===== config.mk =====
export PLATFORM = sky130hd
export DESIGN_NAME = key_protected_watchdog
export DESIGN_NICKNAME = d
export VERILOG_FILES = /design/src/design/wdt_pkg.sv /design/src/design/wdt_timeout_counter.sv /design/src/design/key_protected_watchdog.sv
export VERILOG_INCLUDE_DIRS = /design/src /design/src/design
export SDC_FILE = /design/constraint.sdc
export NUM_CORES = 1
export LEC_CHECK = 0
export BUFFER_PORTS_ARGS = -buffer_cell sky130_fd_sc_hd__clkbuf_2
export CAP_MARGIN = 20
export CORE_MARGIN = 8
export CORE_UTILIZATION = 55
export DETAILED_ROUTE_END_ITERATION = 8
export PLACE_DENSITY_LB_ADDON = 0.1
export SLEW_MARGIN = 20
export SYNTH_ARGS = -nofsm -noshare
export SYNTH_HDL_FRONTEND = slang
export SYNTH_SLANG_ARGS = --single-unit

===== constraint.sdc =====
create_clock -name core_clk -period 5 [get_ports core_clk]
set_input_delay 1.5 -clock core_clk [delete_from_list [all_inputs] [get_ports core_clk]]
set_output_delay 1.5 -clock core_clk [all_outputs]
set_load 0.1 [all_outputs]

===== src/design/wdt_params.svh =====
`ifndef WDT_PARAMS_SVH
`define WDT_PARAMS_SVH

// clock rates and timing
`define WDT_CORE_HZ      10000000
`define WDT_LS_HZ        32000
`define WDT_LS_CYCLES    (`WDT_CORE_HZ / `WDT_LS_HZ)
`define WDT_TIMEOUT_BASE 256

// register offsets
`define WDT_OFF_CTRL     8'h00
`define WDT_OFF_KEY      8'h04
`define WDT_OFF_STAT     8'h08
`define WDT_OFF_MASK     8'h0c

// key codes
`define WDT_KEY_FEED     16'haaaa
`define WDT_KEY_UNLOCK   16'h5555
`define WDT_KEY_START    16'hcccc
`define WDT_KEY_STOP     16'hdddd
`define WDT_KEY_INT_ON   16'h55aa
`define WDT_KEY_INT_OFF  16'haa55
`define WDT_KEY_WAKE_ON  16'h5a5a

// reset values
`define WDT_PSR_RST      4'h8
`define WDT_RUN_RST      1'b1
`define WDT_INTSEL_RST   1'b0
`define WDT_WAKE_RST     1'b0
`define WDT_MASK_RST     2'h1

// event status bits
`define WDT_EVT_W        2
`define WDT_EVT_TIMEOUT  0
`define WDT_EVT_LOCKED   1

`endif


===== src/design/wdt_pkg.sv =====
package wdt_pkg;

  typedef struct packed {
    logic [7:0]  addr;
    logic [31:0] wdata;
    logic        wr;
    logic        rd;
  } bus_req_t;

  typedef struct packed {
    logic [21:0] rsvd_hi;
    logic        wake_en;
    logic [1:0]  rsvd_mid;
    logic        pend;
    logic        int_sel;
    logic        run_en;
    logic [3:0]  psr;
  } ctrl_reg_t;

  typedef enum logic {
    CNT_STOP = 1'b0,
    CNT_RUN  = 1'b1
  } cnt_mode_t;

  typedef struct packed {
    cnt_mode_t   mode;
    logic [15:0] div;
    logic [23:0] cnt;
    logic        expire;
  } cnt_state_t;

  typedef struct packed {
    ctrl_reg_t   ctrl;
    logic        unlock;
    logic [1:0]  status;
    logic [1:0]  mask;
    logic [31:0] rdata;
    logic        rst_req;
    logic        wake_req;
  } wdt_state_t;

endpackage : wdt_pkg


===== src/design/wdt_timeout_counter.sv =====
`timescale 1ns/100ps
`include "wdt_params.svh"

module wdt_timeout_counter #(
  parameter int unsigned LS_CYCLES    = `WDT_LS_CYCLES,
  parameter int unsigned TIMEOUT_BASE = `WDT_TIMEOUT_BASE
) (
  // clock and reset
  input  wire logic       core_clk,
  input  wire logic       srst,
  // control
  input  wire logic       run,
  input  wire logic       restart,
  input  wire logic [3:0] psr,
  // event
  output logic            expire
);

  wdt_pkg::cnt_state_t s_q;
  wdt_pkg::cnt_state_t s_d;
  logic [23:0]         limit;

  localparam logic [15:0] LS_LAST = 16'(LS_CYCLES - 1);
  localparam logic [23:0] BASE    = 24'(TIMEOUT_BASE);

  // ticks of the low-speed clock per timeout: base times 2^psr, code 0 gives the base alone
  assign limit = (BASE << psr) - 24'h000001;

  always_comb begin
    s_d        = s_q;
    s_d.expire = 1'b0;
    if (!run || restart) begin
      s_d.mode = run ? wdt_pkg::CNT_RUN : wdt_pkg::CNT_STOP;
      s_d.div  = 16'h0000;
      s_d.cnt  = 24'h000000;
    end else begin
      s_d.mode = wdt_pkg::CNT_RUN;
      // the low-speed tick is derived here so the count never depends on bus activity
      if (s_q.div == LS_LAST) begin
        s_d.div = 16'h0000;
        if (s_q.cnt >= limit) begin
          s_d.cnt    = 24'h000000;
          s_d.expire = 1'b1;
        end else begin
          s_d.cnt = s_q.cnt + 24'h000001;
        end
      end else begin
        s_d.div = s_q.div + 16'h0001;
      end
    end
  end

  always_ff @(posedge core_clk) begin
    if (srst) begin
      s_q <= '0;
    end else begin
      s_q <= s_d;
    end
  end

  assign expire = s_q.expire;
endmodule : wdt_timeout_counter


===== src/design/key_protected_watchdog.sv =====
`timescale 1ns/100ps
`include "wdt_params.svh"

// How it works
// counter advances on a 32 kHz tick derived from the core clock
// reset prescale gives about two seconds of timeout
// timeout equals 256 low-speed ticks times the division factor
// prescale field bits 3:0 resets to 8; code n divides by 2^n
// a prescale write needs the 0x5555 key first, else ignored
// on expiry reset the system, or interrupt when select bit set
// pending bit 6 sets on expiry; feed key clears it
// software must feed with 0xAAAA or expiry resets the system
// run bit 4 resets high; 0xCCCC starts, 0xDDDD stops
// interrupt select bit 5 resets low; 0x55AA sets, 0xAA55 clears
// wake enable bit 9 resets low; 0x5A5A sets it
// key register takes 16-bit codes and reads as zero
// control at offset 0x0, key register at offset 0x4
// an unknown key code changes nothing
// feeding or starting restarts the count from zero

module key_protected_watchdog #(
  parameter int unsigned LS_CYCLES    = `WDT_LS_CYCLES,
  parameter int unsigned TIMEOUT_BASE = `WDT_TIMEOUT_BASE
) (
  // clock and reset
  input  wire logic             core_clk,
  input  wire logic             srst,
  // register port
  input  wire wdt_pkg::bus_req_t bus_req,
  output logic [31:0]           rd_data,
  // system side
  output logic                  sys_rst_req,
  output logic                  wake_req,
  output logic                  irq
);

  localparam wdt_pkg::ctrl_reg_t CTRL_RST = '{
    rsvd_hi:  22'h000000,
    wake_en:  `WDT_WAKE_RST,
    rsvd_mid: 2'h0,
    pend:     1'b0,
    int_sel:  `WDT_INTSEL_RST,
    run_en:   `WDT_RUN_RST,
    psr:      `WDT_PSR_RST
  };

  wdt_pkg::wdt_state_t s_q;
  wdt_pkg::wdt_state_t s_d;
  wdt_pkg::ctrl_reg_t  wr_ctrl;
  logic                restart;
  logic                expire;
  logic                key_wr;
  logic                ctrl_wr;
  logic                locked_hit;

  function automatic logic key_is(input logic [31:0] wdata, input logic [15:0] code);
    key_is = (wdata[15:0] == code);
  endfunction : key_is

  function automatic logic at(input logic [7:0] addr, input logic [7:0] off);
    at = (addr == off);
  endfunction : at

  wdt_timeout_counter #(
    .LS_CYCLES    (LS_CYCLES),
    .TIMEOUT_BASE (TIMEOUT_BASE)
  ) wdt_timeout_counter_inst (
    .core_clk (core_clk),
    .srst     (srst),
    .run      (s_q.ctrl.run_en),
    .restart  (restart),
    .psr      (s_q.ctrl.psr),
    .expire   (expire)
  );

  assign key_wr  = bus_req.wr && at(bus_req.addr, `WDT_OFF_KEY);
  assign ctrl_wr = bus_req.wr && at(bus_req.addr, `WDT_OFF_CTRL);
  assign wr_ctrl = wdt_pkg::ctrl_reg_t'(bus_req.wdata);

  always_comb begin
    s_d          = s_q;
    s_d.rdata    = 32'h00000000;
    s_d.rst_req  = 1'b0;
    s_d.wake_req = 1'b0;
    restart      = 1'b0;
    locked_hit   = 1'b0;

    if (key_wr) begin
      if (key_is(bus_req.wdata, `WDT_KEY_FEED)) begin
        restart       = 1'b1;
        s_d.ctrl.pend = 1'b0;
      end else if (key_is(bus_req.wdata, `WDT_KEY_UNLOCK)) begin
        s_d.unlock = 1'b1;
      end else if (key_is(bus_req.wdata, `WDT_KEY_START)) begin
        s_d.ctrl.run_en = 1'b1;
        restart         = 1'b1;
      end else if (key_is(bus_req.wdata, `WDT_KEY_STOP)) begin
        s_d.ctrl.run_en = 1'b0;
      end else if (key_is(bus_req.wdata, `WDT_KEY_INT_ON)) begin
        s_d.ctrl.int_sel = 1'b1;
      end else if (key_is(bus_req.wdata, `WDT_KEY_INT_OFF)) begin
        s_d.ctrl.int_sel = 1'b0;
      end else if (key_is(bus_req.wdata, `WDT_KEY_WAKE_ON)) begin
        s_d.ctrl.wake_en = 1'b1;
      end
      // any other code falls through untouched
    end

    if (ctrl_wr) begin
      // run bit stays writable directly; pending, select and wake are read-only here
      s_d.ctrl.run_en = wr_ctrl.run_en;
      if (s_q.unlock) begin
        s_d.ctrl.psr = wr_ctrl.psr;
      end else begin
        locked_hit = 1'b1;
      end
      // one unlock buys exactly one control write
      s_d.unlock = 1'b0;
    end

    if (bus_req.wr && at(bus_req.addr, `WDT_OFF_STAT)) begin
      s_d.status = s_q.status & ~bus_req.wdata[`WDT_EVT_W-1:0];
    end
    if (bus_req.wr && at(bus_req.addr, `WDT_OFF_MASK)) begin
      s_d.mask = bus_req.wdata[`WDT_EVT_W-1:0];
    end

    // sets come after clears so a same-cycle event is never lost
    if (locked_hit) begin
      s_d.status[`WDT_EVT_LOCKED] = 1'b1;
    end
    if (expire) begin
      s_d.ctrl.pend = 1'b1;
      if (s_q.ctrl.int_sel) begin
        s_d.status[`WDT_EVT_TIMEOUT] = 1'b1;
      end else begin
        s_d.rst_req = 1'b1;
      end
      s_d.wake_req = s_q.ctrl.wake_en;
    end

    if (bus_req.rd) begin
      case (bus_req.addr)
        `WDT_OFF_CTRL: s_d.rdata = s_q.ctrl;
        `WDT_OFF_KEY:  s_d.rdata = 32'h00000000;
        `WDT_OFF_STAT: s_d.rdata = {30'h00000000, s_q.status};
        `WDT_OFF_MASK: s_d.rdata = {30'h00000000, s_q.mask};
        default:       s_d.rdata = 32'h00000000;
      endcase
    end
  end

  always_ff @(posedge core_clk) begin
    if (srst) begin
      s_q.ctrl     <= CTRL_RST;
      s_q.unlock   <= 1'b0;
      s_q.status   <= 2'h0;
      s_q.mask     <= `WDT_MASK_RST;
      s_q.rdata    <= 32'h00000000;
      s_q.rst_req  <= 1'b0;
      s_q.wake_req <= 1'b0;
    end else begin
      s_q <= s_d;
    end
  end

  assign rd_data     = s_q.rdata;
  assign sys_rst_req = s_q.rst_req;
  assign wake_req    = s_q.wake_req;
  assign irq         = |(s_q.status & s_q.mask);
endmodule : key_protected_watchdog


# Word level (Yosys, flattened, before mapping)
# Cells that the tools add are included.
[word_totals]
reg_bits = 88
inputBits = 44
out_inout_bits = 35
wordCells = 101
[op_classes]
addsub = 3
n_lt_le_gt_ge = 1
eq_ne = 13
shifts = 1
n_mux = 30
bitwise_logic = 12
reduce_logical = 26
[ops]
columns = ["op", "n"]
rows = [
  ["$eq 16x16->1 const B", 4],
  ["$eq 16x15->1 const B", 3],
  ["$pmux 10 s3", 1],
  ["$add 24x1->24 const B", 1],
  ["$ge 24x24->1", 1],
  ["$mux 24", 1],
  ["$shl 9x4->24 const A", 1],
  ["$sub 24x1->24 const B", 1],
  ["$mux 1", 22],
  ["$add 16x1->16 const B", 1],
  ["$eq 16x9->1 const B", 1],
  ["$eq 8x4->1 const B", 2],
  ["$reduce_bool 2->1", 5],
  ["$reduce_or 2->1", 5],
  ["$not 1->1", 9],
  ["$eq 8x3->1 const B", 1],
  ["$logic_not 8->1", 1],
  ["$reduce_and 8->1", 1],
  ["$mux 2", 3],
  ["$mux 6", 1],
  ["$reduce_and 6->1", 1],
  ["$reduce_or 3->1", 2],
  ["$and 2x2->2", 2],
  ["$logic_and 1x1->1", 4],
  ["10 further kinds", 12],
]

# Logic depth before layout (Yosys ltp)
# Gate-level depths: netlist of the first run.
[logic_depth]
depth_word = 9
mapped_depth = 16
depth_no_buf = 13

# Modules after synthesis
# From an unflattened synthesis of the first run, not the netlist that was laid out.
[hier_totals]
hier_cells = 445
area_unflattened_um2 = 3813.7
[by_module_without_submodules]
columns = ["module", "instances", "cells_each", "area_per_inst_um2", "seq_area_each_um2"]
rows = [
  ["wdt_timeout_counter", 1, 293, 2474.9, 820.8],
  ["key_protected_watchdog", 1, 152, 1338.8, 460.4],
]

# Worst setup path after synthesis of the first run
# Ideal clock, no wire load.
[synth_timing]
path_kind = "reg-to-reg"
startpoint = "register s_q[42] (netlist name)"
endpoint = "register wdt_timeout_counter_inst.s_q[10] (netlist name)"
setup_ns = 0.130
arrival_ns = 3.681
t_required_ns = 4.870
setup_slack_ns = 1.189
path_stages_with_launch = 17
n_path_buf = 3
synth_period_minus_slack_ns = 3.811
cell_sequence = "dfxtp_1 clkbuf_1 nor3_1 nand2_1 ha_1 or2_2 clkbuf_1 o21ai_0 a22o_1 a22oi_1 ha_1 nand4_1 nor4_1 a22oi_1 a21oi_1 clkbuf_1 nor3_1"
[synth_via]
elab_chain_cells = 4
[synth_lines]
columns = ["item", "line_no", "rtl"]
rows = [
  ["from (decl)", "key_protected_watchdog.sv:47", "wdt_pkg::wdt_state_t s_q;"],
  ["$shl 9x4->24", "wdt_timeout_counter.sv:27", "assign limit = (BASE << psr) - 24'h000001;"],
  ["$sub 24x1->24", "wdt_timeout_counter.sv:27", ""],
  ["$ge 24x24->1", "wdt_timeout_counter.sv:41", "if (s_q.cnt >= limit) begin"],
  ["$mux 24", "wdt_timeout_counter.sv:41", ""],
  ["to (signal assigned)", "wdt_timeout_counter.sv:55", "s_q <= '0;"],
  ["to (signal assigned)", "wdt_timeout_counter.sv:57", "s_q <= s_d;"],
  ["to (decl)", "wdt_timeout_counter.sv:19", "wdt_pkg::cnt_state_t s_q;"],
]
# No other way between the ends.
# A chain may end at the register's enable or synchronous reset.

# Final worst setup path of the first run
[layout_timing]
startpoint = "register s_q[40] (netlist name)"
endpoint = "register wdt_timeout_counter_inst.s_q[14] (netlist name)"
# The elaborated chain is that of the path after synthesis.

==> results of run 1 <==
metal layers:
layer	GRT usage (%)	vias to the layer above	routed length (um)
met5	0	-	0
met4	6.29	0	104
met3	5.38	10	455
met2	29.2	75	3860
met1	21.1	1533	3900
li1	-	1674	-
cell usage in the layout (no fill, tap or decap), types with 13 or more instances in the layout:
cell type	netlist	layout
nand4_1	15	15
xnor2_1	21	21
conb_1	2	25
clkbuf_2	0	38
nor2_1	33	33
ha_1	19	19
inv_1	13	13
a21oi_1	29	29
nor3_1	26	26
nand3_1	17	17
nor4_1	13	13
dfxtp_1	64	64
nand2_1	39	39
worst max path at each step:
stage	slack [ns]	cells after the start	start	endpoint
3_5_place_dp	0.93	14	s_q[40]	wdt_timeout_counter_inst.s_q[23]
3_3_place_gp	0.99	14	s_q[40]	wdt_timeout_counter_inst.s_q[16]
6_report	0.81	14	s_q[40]	wdt_timeout_counter_inst.s_q[14]
5_1_grt	0.44	14	s_q[40]	wdt_timeout_counter_inst.s_q[20]
4_1_cts	0.92	14	s_q[40]	wdt_timeout_counter_inst.s_q[23]
2_1_floorplan	1.19	16	s_q[42]	wdt_timeout_counter_inst.s_q[10]
critical path: stages, from the launching register on:
cell     delay (ns)
dfxtp_1        0.48
nor3_1         0.49
nand2_1        0.14
ha_1           0.36
or2_2          0.40
o21ai_0        0.18
a22o_1         0.15
a22oi_1        0.07
ha_1           0.32
nand4_1        0.17
nor4_1         0.42
a22oi_1        0.34
a21oi_1        0.23
buf_4          0.24
nor3_1         0.08
through the flow:
step | cell area (um^2) | utilization [%] | hold WS [ns]
after floorplan | 3920 | - | 0.418
after global placement | 3920 | 58.0 | 0.430
after detailed placement | 3920 | 58.0 | 0.441
after CTS | 4120 | 61.0 | 0.454
after global routing | 4120 | 61.0 | 0.480
final | 4120 | 61.0 | 0.447
cell type report:
type	instances	area (um^2)
Fill cell	623	2630
Multi-Input combinational cell	356	2260
Sequential cell	64	1280
Timing Repair Buffer	43	228
Clock buffer	9	124
Tap cell	80	100
Clock inverter	7	78.8
Inverter	13	48.8
kinds of logic (layout without fill, tap and decap cells):
group                    count (synthesis)  count (layout)
multiplexers                             4               4
buffers and inverters                   67              72
AND/OR/NAND/NOR                        205             205
AO/OA/AOI/OAI                           74              74
other                                    2              25
XOR/XNOR                                29              29
adder cells (fa/ha/maj)                 19              19
flip-flops                              64              64
flip-flops by register name (all words and copies together) (netlist names):
signal                           flops
wdt_timeout_counter_inst.s_q        40
s_q                                 13
rd_data                              8
sys_rst_req                          1
wake_req                             1
wdt_timeout_counter_inst.expire      1
power by group:
group	leakage (nW)	switching (mW)	internal (mW)	total [mW]
logic	0.910	0.103	0.0173	0.121
registers	0.516	0.00181	0.511	0.513
clock network	0.0929	0.227	0.235	0.462
==> metrics, run 1 <==
outcome=finished, final reports clean; vias per std cell=roughly 5.8; synthesis-stage register bit count=64; worst min path class=flip-flop to flip-flop; DP Cell Count=556; Max clock buf depth=2; Core Region=0.00676 mm^2; top post-synthesis cells by area=dfxtp_1 (33%), buf_4 (6.3%), ha_1 (6.2%); largest family of logic cells by synthesized area=simple AND/OR/NAND/NOR gates; Final Max Slew Viols=0; Worst EP arrival=approximately 4.4 ns; largest net degree at the start of global routing=29; full die area=0.00991 mm^2; Post-Synthesis Cells=464; Hold Crit Start=wdt_timeout_counter_inst.s_q[25]; clk_skew=slightly below 0.009 ns; CTS tree=yes; Worst R2R Path Depth=14; antenna violations before repair=0; kind of end point of the critical path=flip-flop; Post-synth EDFFs=0; PwrDens=266 mW/mm^2; max cap viols=0; sequential-to-total area share from yosys stat=33.4%; Detailed Route Iter0 Violations=137; relative max-transition margin=45.4%; Synth Area in Adders=6.19%; R2R setup slack=approximately 0.81 ns; Worst Hold End=wdt_timeout_counter_inst.s_q[25]; top-count cell post-synth=dfxtp_1; pre-CTS setup slack=approximately 0.93 ns; setup TNS=0 ns; first-pass GRT wire length=14600 um; post-synth cell types=53; syn avg cell area=8.27 um^2; slack of the critical path=0.809 ns; period utilisation layout=83.8%; clock slew at reported path FFs=0.07 ns; Inserted Clock Buffers=9; clock root cell=clkbuf_8; final antenna-violating net count=0; DP Wirelength=about 6200 um; die extent in y=around 100 um; GRT Util Overall=17.7%; RSZ-0062 raised after global routing=false; post-CTS resize count=0; fin cells=572; initial core utilization=between 50% and 60%; drt drc=0; NumNets Final=550; Leak=1.52 nW; minimum clock period=4.19 ns; post-synthesis async set-or-reset flop share=0%; Fmax=between 0.2 and 0.25 GHz; grt ovf=0; number of global-route vias before repair=about 3200; layout cell share with drive strength beyond 1=14.4%; row count=30; Worst-Margin Slew=0.819 ns; xor/xnor share of the synthesized area=6.62%; post-synth top area cell=dfxtp_1; Area Overhead vs Synth=7.47%; I/O Pins=79; DRT Pass-1 Iters=4; cts hold-fix bufs=0; Final Setup Violations=0; reg2reg end=wdt_timeout_counter_inst.s_q[14]; post-synthesis compound-gate area fraction=around 12%; CP startpoint kind=flip-flop; Die Wd=99.5 um; synth cell count leaders=dfxtp_1 (64), nand2_1 (39), nor2_1 (33); Synth Flop Type=dfxtp_1; FF-to-FF Start=s_q[40]; WP data required=5.24 ns; VDD IR max=0.170 mV; clk sink count=between 60 and 70; WS Path Type=flip-flop to flip-flop; Ys Warns=0; Mapped Area=0.00384 mm^2; via count=3292; latest clock arrival within the worst-skew pair=0.36 ns; antenna cell count=0; Power Total=1.10 mW; H-Tree Depth=3; placer congestion estimate=0.803; # Post-CTS Setup Buffers=0; worst hold stages=1; multiplexer share of the synthesized area=1.11%; wire per inst=14.5 um; Synth Area in Simple Gates=30.5%; IO Port Bufs=38; final hold viol count=0; Routed WL=8320 um; CP Max Fanout=17; top cell type's share of synthesized area=33.4%
(Power assumes the default switching activity.)
==> run 2: changes to the inputs <==
==> constraint.sdc (replaced) <==
create_clock -name core_clk -period 4.2 [get_ports core_clk]
set_input_delay 1.26 -clock core_clk [delete_from_list [all_inputs] [get_ports core_clk]]
set_output_delay 1.26 -clock core_clk [all_outputs]
set_load 0.1 [all_outputs]
==> run 2 against run 1 <==
Against the previous run: core utilization grew 0.46 points; worst hold slack gained 0.0033 ns; non-clock buffer count rose by 4; sequential share of layout area down 0.23 points; total power grew 18%; largest power group unchanged; final cell count rose by 0.70%.
==> metrics, run 2 (same netlist as run 1, synthesis figures left out) <==
I/O Pins=79; placer congestion estimate=0.801; via count=3288; worst hold stages=1; first-pass GRT wire length=13800 um; reg2reg end=wdt_timeout_counter_inst.s_q[23]; Post-Place Cell Area=0.00395 mm^2; most frequent cells in the layout=dfxtp_1 (64), nand2_1 (39), clkbuf_2 (38); clk_skew=around 0.010 ns; Power Total=~1.3 mW; GRT Util Overall=16.8%; Core Region=0.00676 mm^2; area taken by multi-input logic gates=0.00226 mm^2; clk sink count=64; commonest non-fill, non-tap cell in the layout=dfxtp_1; Worst R2R Path Depth=14; number of global-route vias before repair=3064; IO Port Bufs=38; NumNets Final=between 500 and 600; vias per std cell=between 5 and 6; max incr delay on CP=between 0.4 and 0.5 ns; DP Wirelength=~6000 um; RSZ-0062 raised after global routing=false; post-CTS resize count=0; initial core utilization=56.8%; Worst Hold End=wdt_timeout_counter_inst.s_q[25]; DP Cell Count=560; PwrDens=312 mW/mm^2; filler cell count=about 600; # Post-CTS Setup Buffers=0; full die area=0.00991 mm^2; CP Max Fanout=17; FF-to-FF Start=s_q[42]; Fmax=0.280 GHz; design area=0.00416 mm^2; Worst-Margin Slew=0.587 ns; row count=30; Inserted Clock Buffers=9; antenna violations before repair=0; antenna cell count=0; max reg flops=40; outcome=finished, final reports clean; WS Path Type=flip-flop to flip-flop; drt drc=0; layout cell share with drive strength beyond 1=15.1%; relative max-transition margin=60.7%; largest net degree at the start of global routing=29; Area Overhead vs Synth=8.28%; final antenna-violating net count=0; Worst EP arrival=about 3.8 ns; minimum clock period=3.57 ns; slack of the critical path=0.634 ns; Leak=1.54 nW; max cap viols=0; period utilisation layout=between 80% and 90%; Routed WL=~8100 um; CTS tree=yes; Register Area=0.00128 mm^2; die extent in y=between 90 and 100 um; setup TNS=0 ns; Max clock buf depth=2; Hold Crit Start=wdt_timeout_counter_inst.s_q[25]; R2R setup slack=0.63 ns; worst min path class=flip-flop to flip-flop; Largest Register=wdt_timeout_counter_inst.s_q; fin cells=576; clock root cell=clkbuf_8; DRT Pass-1 Iters=4; wire per inst=14.1 um; WP data required=roughly 4.4 ns; cts hold-fix bufs=0; final hold viol count=0; clock slew at reported path FFs=0.08 ns; Die Wd=99.5 um; Final Setup Violations=0; Detailed Route Iter0 Violations=102; CP startpoint kind=flip-flop; crit path max-delay cell type=nor3_1; pre-CTS setup slack=0.629 ns; VDD IR max=0.192 mV; grt ovf=0; H-Tree Depth=3; kind of end point of the critical path=flip-flop; CP cell instances=nor3_1 > nand2_1 > ha_1 > or2_2 > o21ai_0 > a22o_1 > a22oi_1 > ha_1 > nand4_1 > nor4_1 > a22oi_1 > a21oi_1 > buf_4 > nor3_1; latest clock arrival within the worst-skew pair=0.34 ns; Final Max Slew Viols=0
-- run 2: cell count changes in the layout (fill, tap and decap cells not counted), sizes merged --
| cell | before | now |
|---|---|---|
| inv | 16 | 14 |
| clkbuf | 47 | 48 |
| clkinv | 0 | 1 |
| buf | 5 | 9 |
-- run 2: final cells by class --
cell class,count,area share (%)
multi-input combinational,356,54.5
tap,80,2.41
sequential,64,30.8
timing repair buffer,47,6.20
clock inverter,6,1.60
inverter,13,1.17
clock buffer,10,3.31
-- run 2: worst max path at each step --
stage | start | to | slack, ns | cells past startpoint
3_5_place_dp | s_q[42] | wdt_timeout_counter_inst.s_q[21] | 0.63 | 14
2_1_floorplan | s_q[42] | wdt_timeout_counter_inst.s_q[10] | 0.39 | 16
3_3_place_gp | s_q[42] | wdt_timeout_counter_inst.s_q[21] | 0.67 | 14
4_1_cts | s_q[42] | wdt_timeout_counter_inst.s_q[21] | 0.61 | 14
5_1_grt | s_q[42] | wdt_timeout_counter_inst.s_q[19] | 0.15 | 14
6_report | s_q[42] | wdt_timeout_counter_inst.s_q[23] | 0.63 | 14
-- run 2: metal layers --
layer  share of wire, %  track usage [%]  up-vias  wire length, um
met2                 46             27.7       72             3710
met1                 48             20.6     1526             3910
met3                5.2             4.12       11              425
met5                  0                0        -                0
li1                   -                -     1679                -
met4                1.2             5.94        0              101
-- run 2: worst max-delay path, delay by kind of cell, from the launching register on --
kind,cells,cell delay (ns)
AO/OA/AOI/OAI,5,0.68
flip-flops,1,0.43
AND/OR/NAND/NOR,6,1.55
adder cells (fa/ha/maj),2,0.53
buffers and inverters,1,0.24
-- run 2: through the flow --
stage	utilization, %	hold slack (ns)
6_report	61.5	0.451
5_1_grt	61.5	0.482
4_1_cts	61.5	0.457
3_5_place_dp	58.5	0.443
3_3_place_gp	58.5	0.431
2_1_floorplan	-	0.418
-- run 2: report_power, final --
group	internal, mW	switching [mW]
logic	0.0206	0.122
clock network	0.291	0.252
registers	0.609	0.00209
total	0.921	0.377
==> run 3: changes to the inputs <==
==> constraint.sdc (replaced) <==
create_clock -name core_clk -period 3.6 [get_ports core_clk]
set_input_delay 1.08 -clock core_clk [delete_from_list [all_inputs] [get_ports core_clk]]
set_output_delay 1.08 -clock core_clk [all_outputs]
set_load 0.1 [all_outputs]
==> run 3 against run 2 <==
Against the previous run: via count down 0.36%; worst setup slack worse by 0.32 ns; final cell count stayed put; critical path depth unchanged; sequential power up 17%; combinational power grew 17%; sequential share of layout area down 0.34 points; die area stayed put; clock power is 30% higher; register-to-register slack got worse by 0.32 ns; worst hold slack worse by 0.010 ns; core utilization grew 0.69 points; largest power group unchanged; highest routed layer unchanged.
==> metrics, run 3 (same netlist as run 1, synthesis figures left out) <==
CTS tree=yes; NumNets Final=between 500 and 600; max cap viols=0; Final Max Slew Viols=0; Register Area=around 0.0013 mm^2; I/O Pins=79; met2 track demand over resource=30.0%; antenna violations before repair=0; routing usage on met1=20.8%; Area Overhead vs Synth=9.49%; via count=3276; CP Max Fanout=17; Routed WL=8280 um; Worst Hold End=rd_data[6]; wire per inst=14.4 um; met3 Use GR=5.17%; IO Port Bufs=38; CP startpoint kind=flip-flop; relative max-transition margin=between 50 and 60%; reg2reg end=wdt_timeout_counter_inst.s_q[23]; VDD IR max=around 0.19 mV; Fmax=roughly 0.30 GHz; minimum clock period=3.28 ns; final antenna-violating net count=0; initial core utilization=56.8%; Worst-Margin Slew=0.677 ns; worst min path class=flip-flop to flip-flop; Core Region=0.00676 mm^2; outcome=finished, final reports clean; area taken by multi-input logic gates=0.00229 mm^2; final hold viol count=0; Max clock buf depth=2; Die Wd=99.5 um; GRT Util Overall=17.8%; Worst EP arrival=3.48 ns; most frequent cells in the layout=dfxtp_1 (64), nand2_1 (39), clkbuf_2 (38); Power Total=1.58 mW; number of global-route vias before repair=3235; clock root cell=clkbuf_8; setup TNS=0 ns; die extent in y=99.5 um; filler cell count=632; grt ovf=0; layout cell share with drive strength beyond 1=15.7%; RSZ-0062 raised after global routing=false; clk_skew=0.0112 ns; kind of end point of the critical path=flip-flop; full die area=about 0.0099 mm^2; WS Path Type=flip-flop to flip-flop; Largest Register=wdt_timeout_counter_inst.s_q; PwrDens=approximately 380 mW/mm^2; placer congestion estimate=0.835; R2R setup slack=roughly 0.32 ns; cts hold-fix bufs=0; vias per std cell=5.69; antenna cell count=0; WP data required=between 3 and 4 ns; clk sink count=64; Hold Crit Start=s_q[45]; clock slew at reported path FFs=~0.08 ns; DRT Pass-1 Iters=4; Final Setup Violations=0; Worst R2R Path Depth=14; max reg flops=40; Leak=~1.6 nW; latest clock arrival within the worst-skew pair=0.35 ns; H-Tree Depth=3; worst hold stages=1; GRT busiest layer=met2; Detailed Route Iter0 Violations=97; row count=30; FF-to-FF Start=s_q[42]; first-pass GRT wire length=between 10000 and 15000 um; period utilisation layout=91.2%; DP Wirelength=6240 um; commonest non-fill, non-tap cell in the layout=dfxtp_1; Inserted Clock Buffers=9; largest net degree at the start of global routing=25; drt drc=0
[run 3: repair_timing]
| item | 4_1_cts | 5_1_grt |
|---|---|---|
| endpoints found under the setup margin | 0 | 17 |
| setup buffers | 0 | 0 |
| gates resized for setup | 0 | 1 |
[run 3: how the worst max path moves through the flow]
stage / end / cells past startpoint / slack (ns) / start
floorplan: wdt_timeout_counter_inst.s_q[10] / 16 / 0.09 / s_q[42]
global placement: wdt_timeout_counter_inst.s_q[17] / 13 / 0.12 / s_q[42]
detailed placement: wdt_timeout_counter_inst.s_q[16] / 13 / 0.17 / s_q[42]
CTS: wdt_timeout_counter_inst.s_q[23] / 13 / 0.16 / s_q[42]
global route: wdt_timeout_counter_inst.s_q[14] / 14 / 0.02 / s_q[42]
finish: wdt_timeout_counter_inst.s_q[23] / 14 / 0.32 / s_q[42]
[run 3: routing by layer]
layer  wire (um)  vias up
li1            -     1687
met3         469        9
met2        3900       74
met4         104        0
met5           0        -
met1        3810     1506
[run 3: metrics by stage]
step / instance area (um^2) / hold slack [ns] / worst slack [ns] / utilization [%] / instances
after global routing: 4200 / 0.468 / 0.0215 / 62.2 / 576
after CTS: 4190 / 0.445 / 0.158 / 62.0 / 576
after floorplan: 3930 / 0.418 / 0.0860 / - / 487
after global placement: 3960 / 0.433 / 0.118 / 58.6 / 560
final: 4200 / 0.440 / 0.317 / 62.2 / 576
after detailed placement: 3960 / 0.439 / 0.167 / 58.6 / 560
[run 3: power by group]
part	switching [mW]	internal, mW
registers	0.00242	0.710
clock network	0.308	0.397
logic	0.143	0.0237
[run 3: cell type report]
type	count	area share (%)
clock inverter	7	2.44
sequential	64	30.5
multi-input combinational	356	54.4
tap	80	2.38
inverter	13	1.16
clock buffer	9	2.95
timing repair buffer	47	6.13
[run 3: worst max-delay path: stages (launching register included)]
cell and delay [ns]:
dfxtp_1 0.33, nor3_2 0.33, nand2_1 0.12, ha_1 0.20, or2_2 0.32, o21ai_0 0.16, a22o_1 0.14, a22oi_1 0.07
ha_1 0.31, nand4_1 0.17, nor4_2 0.35, a21oi_1 0.15, a21oi_2 0.16, buf_4 0.25, nor3_1 0.08
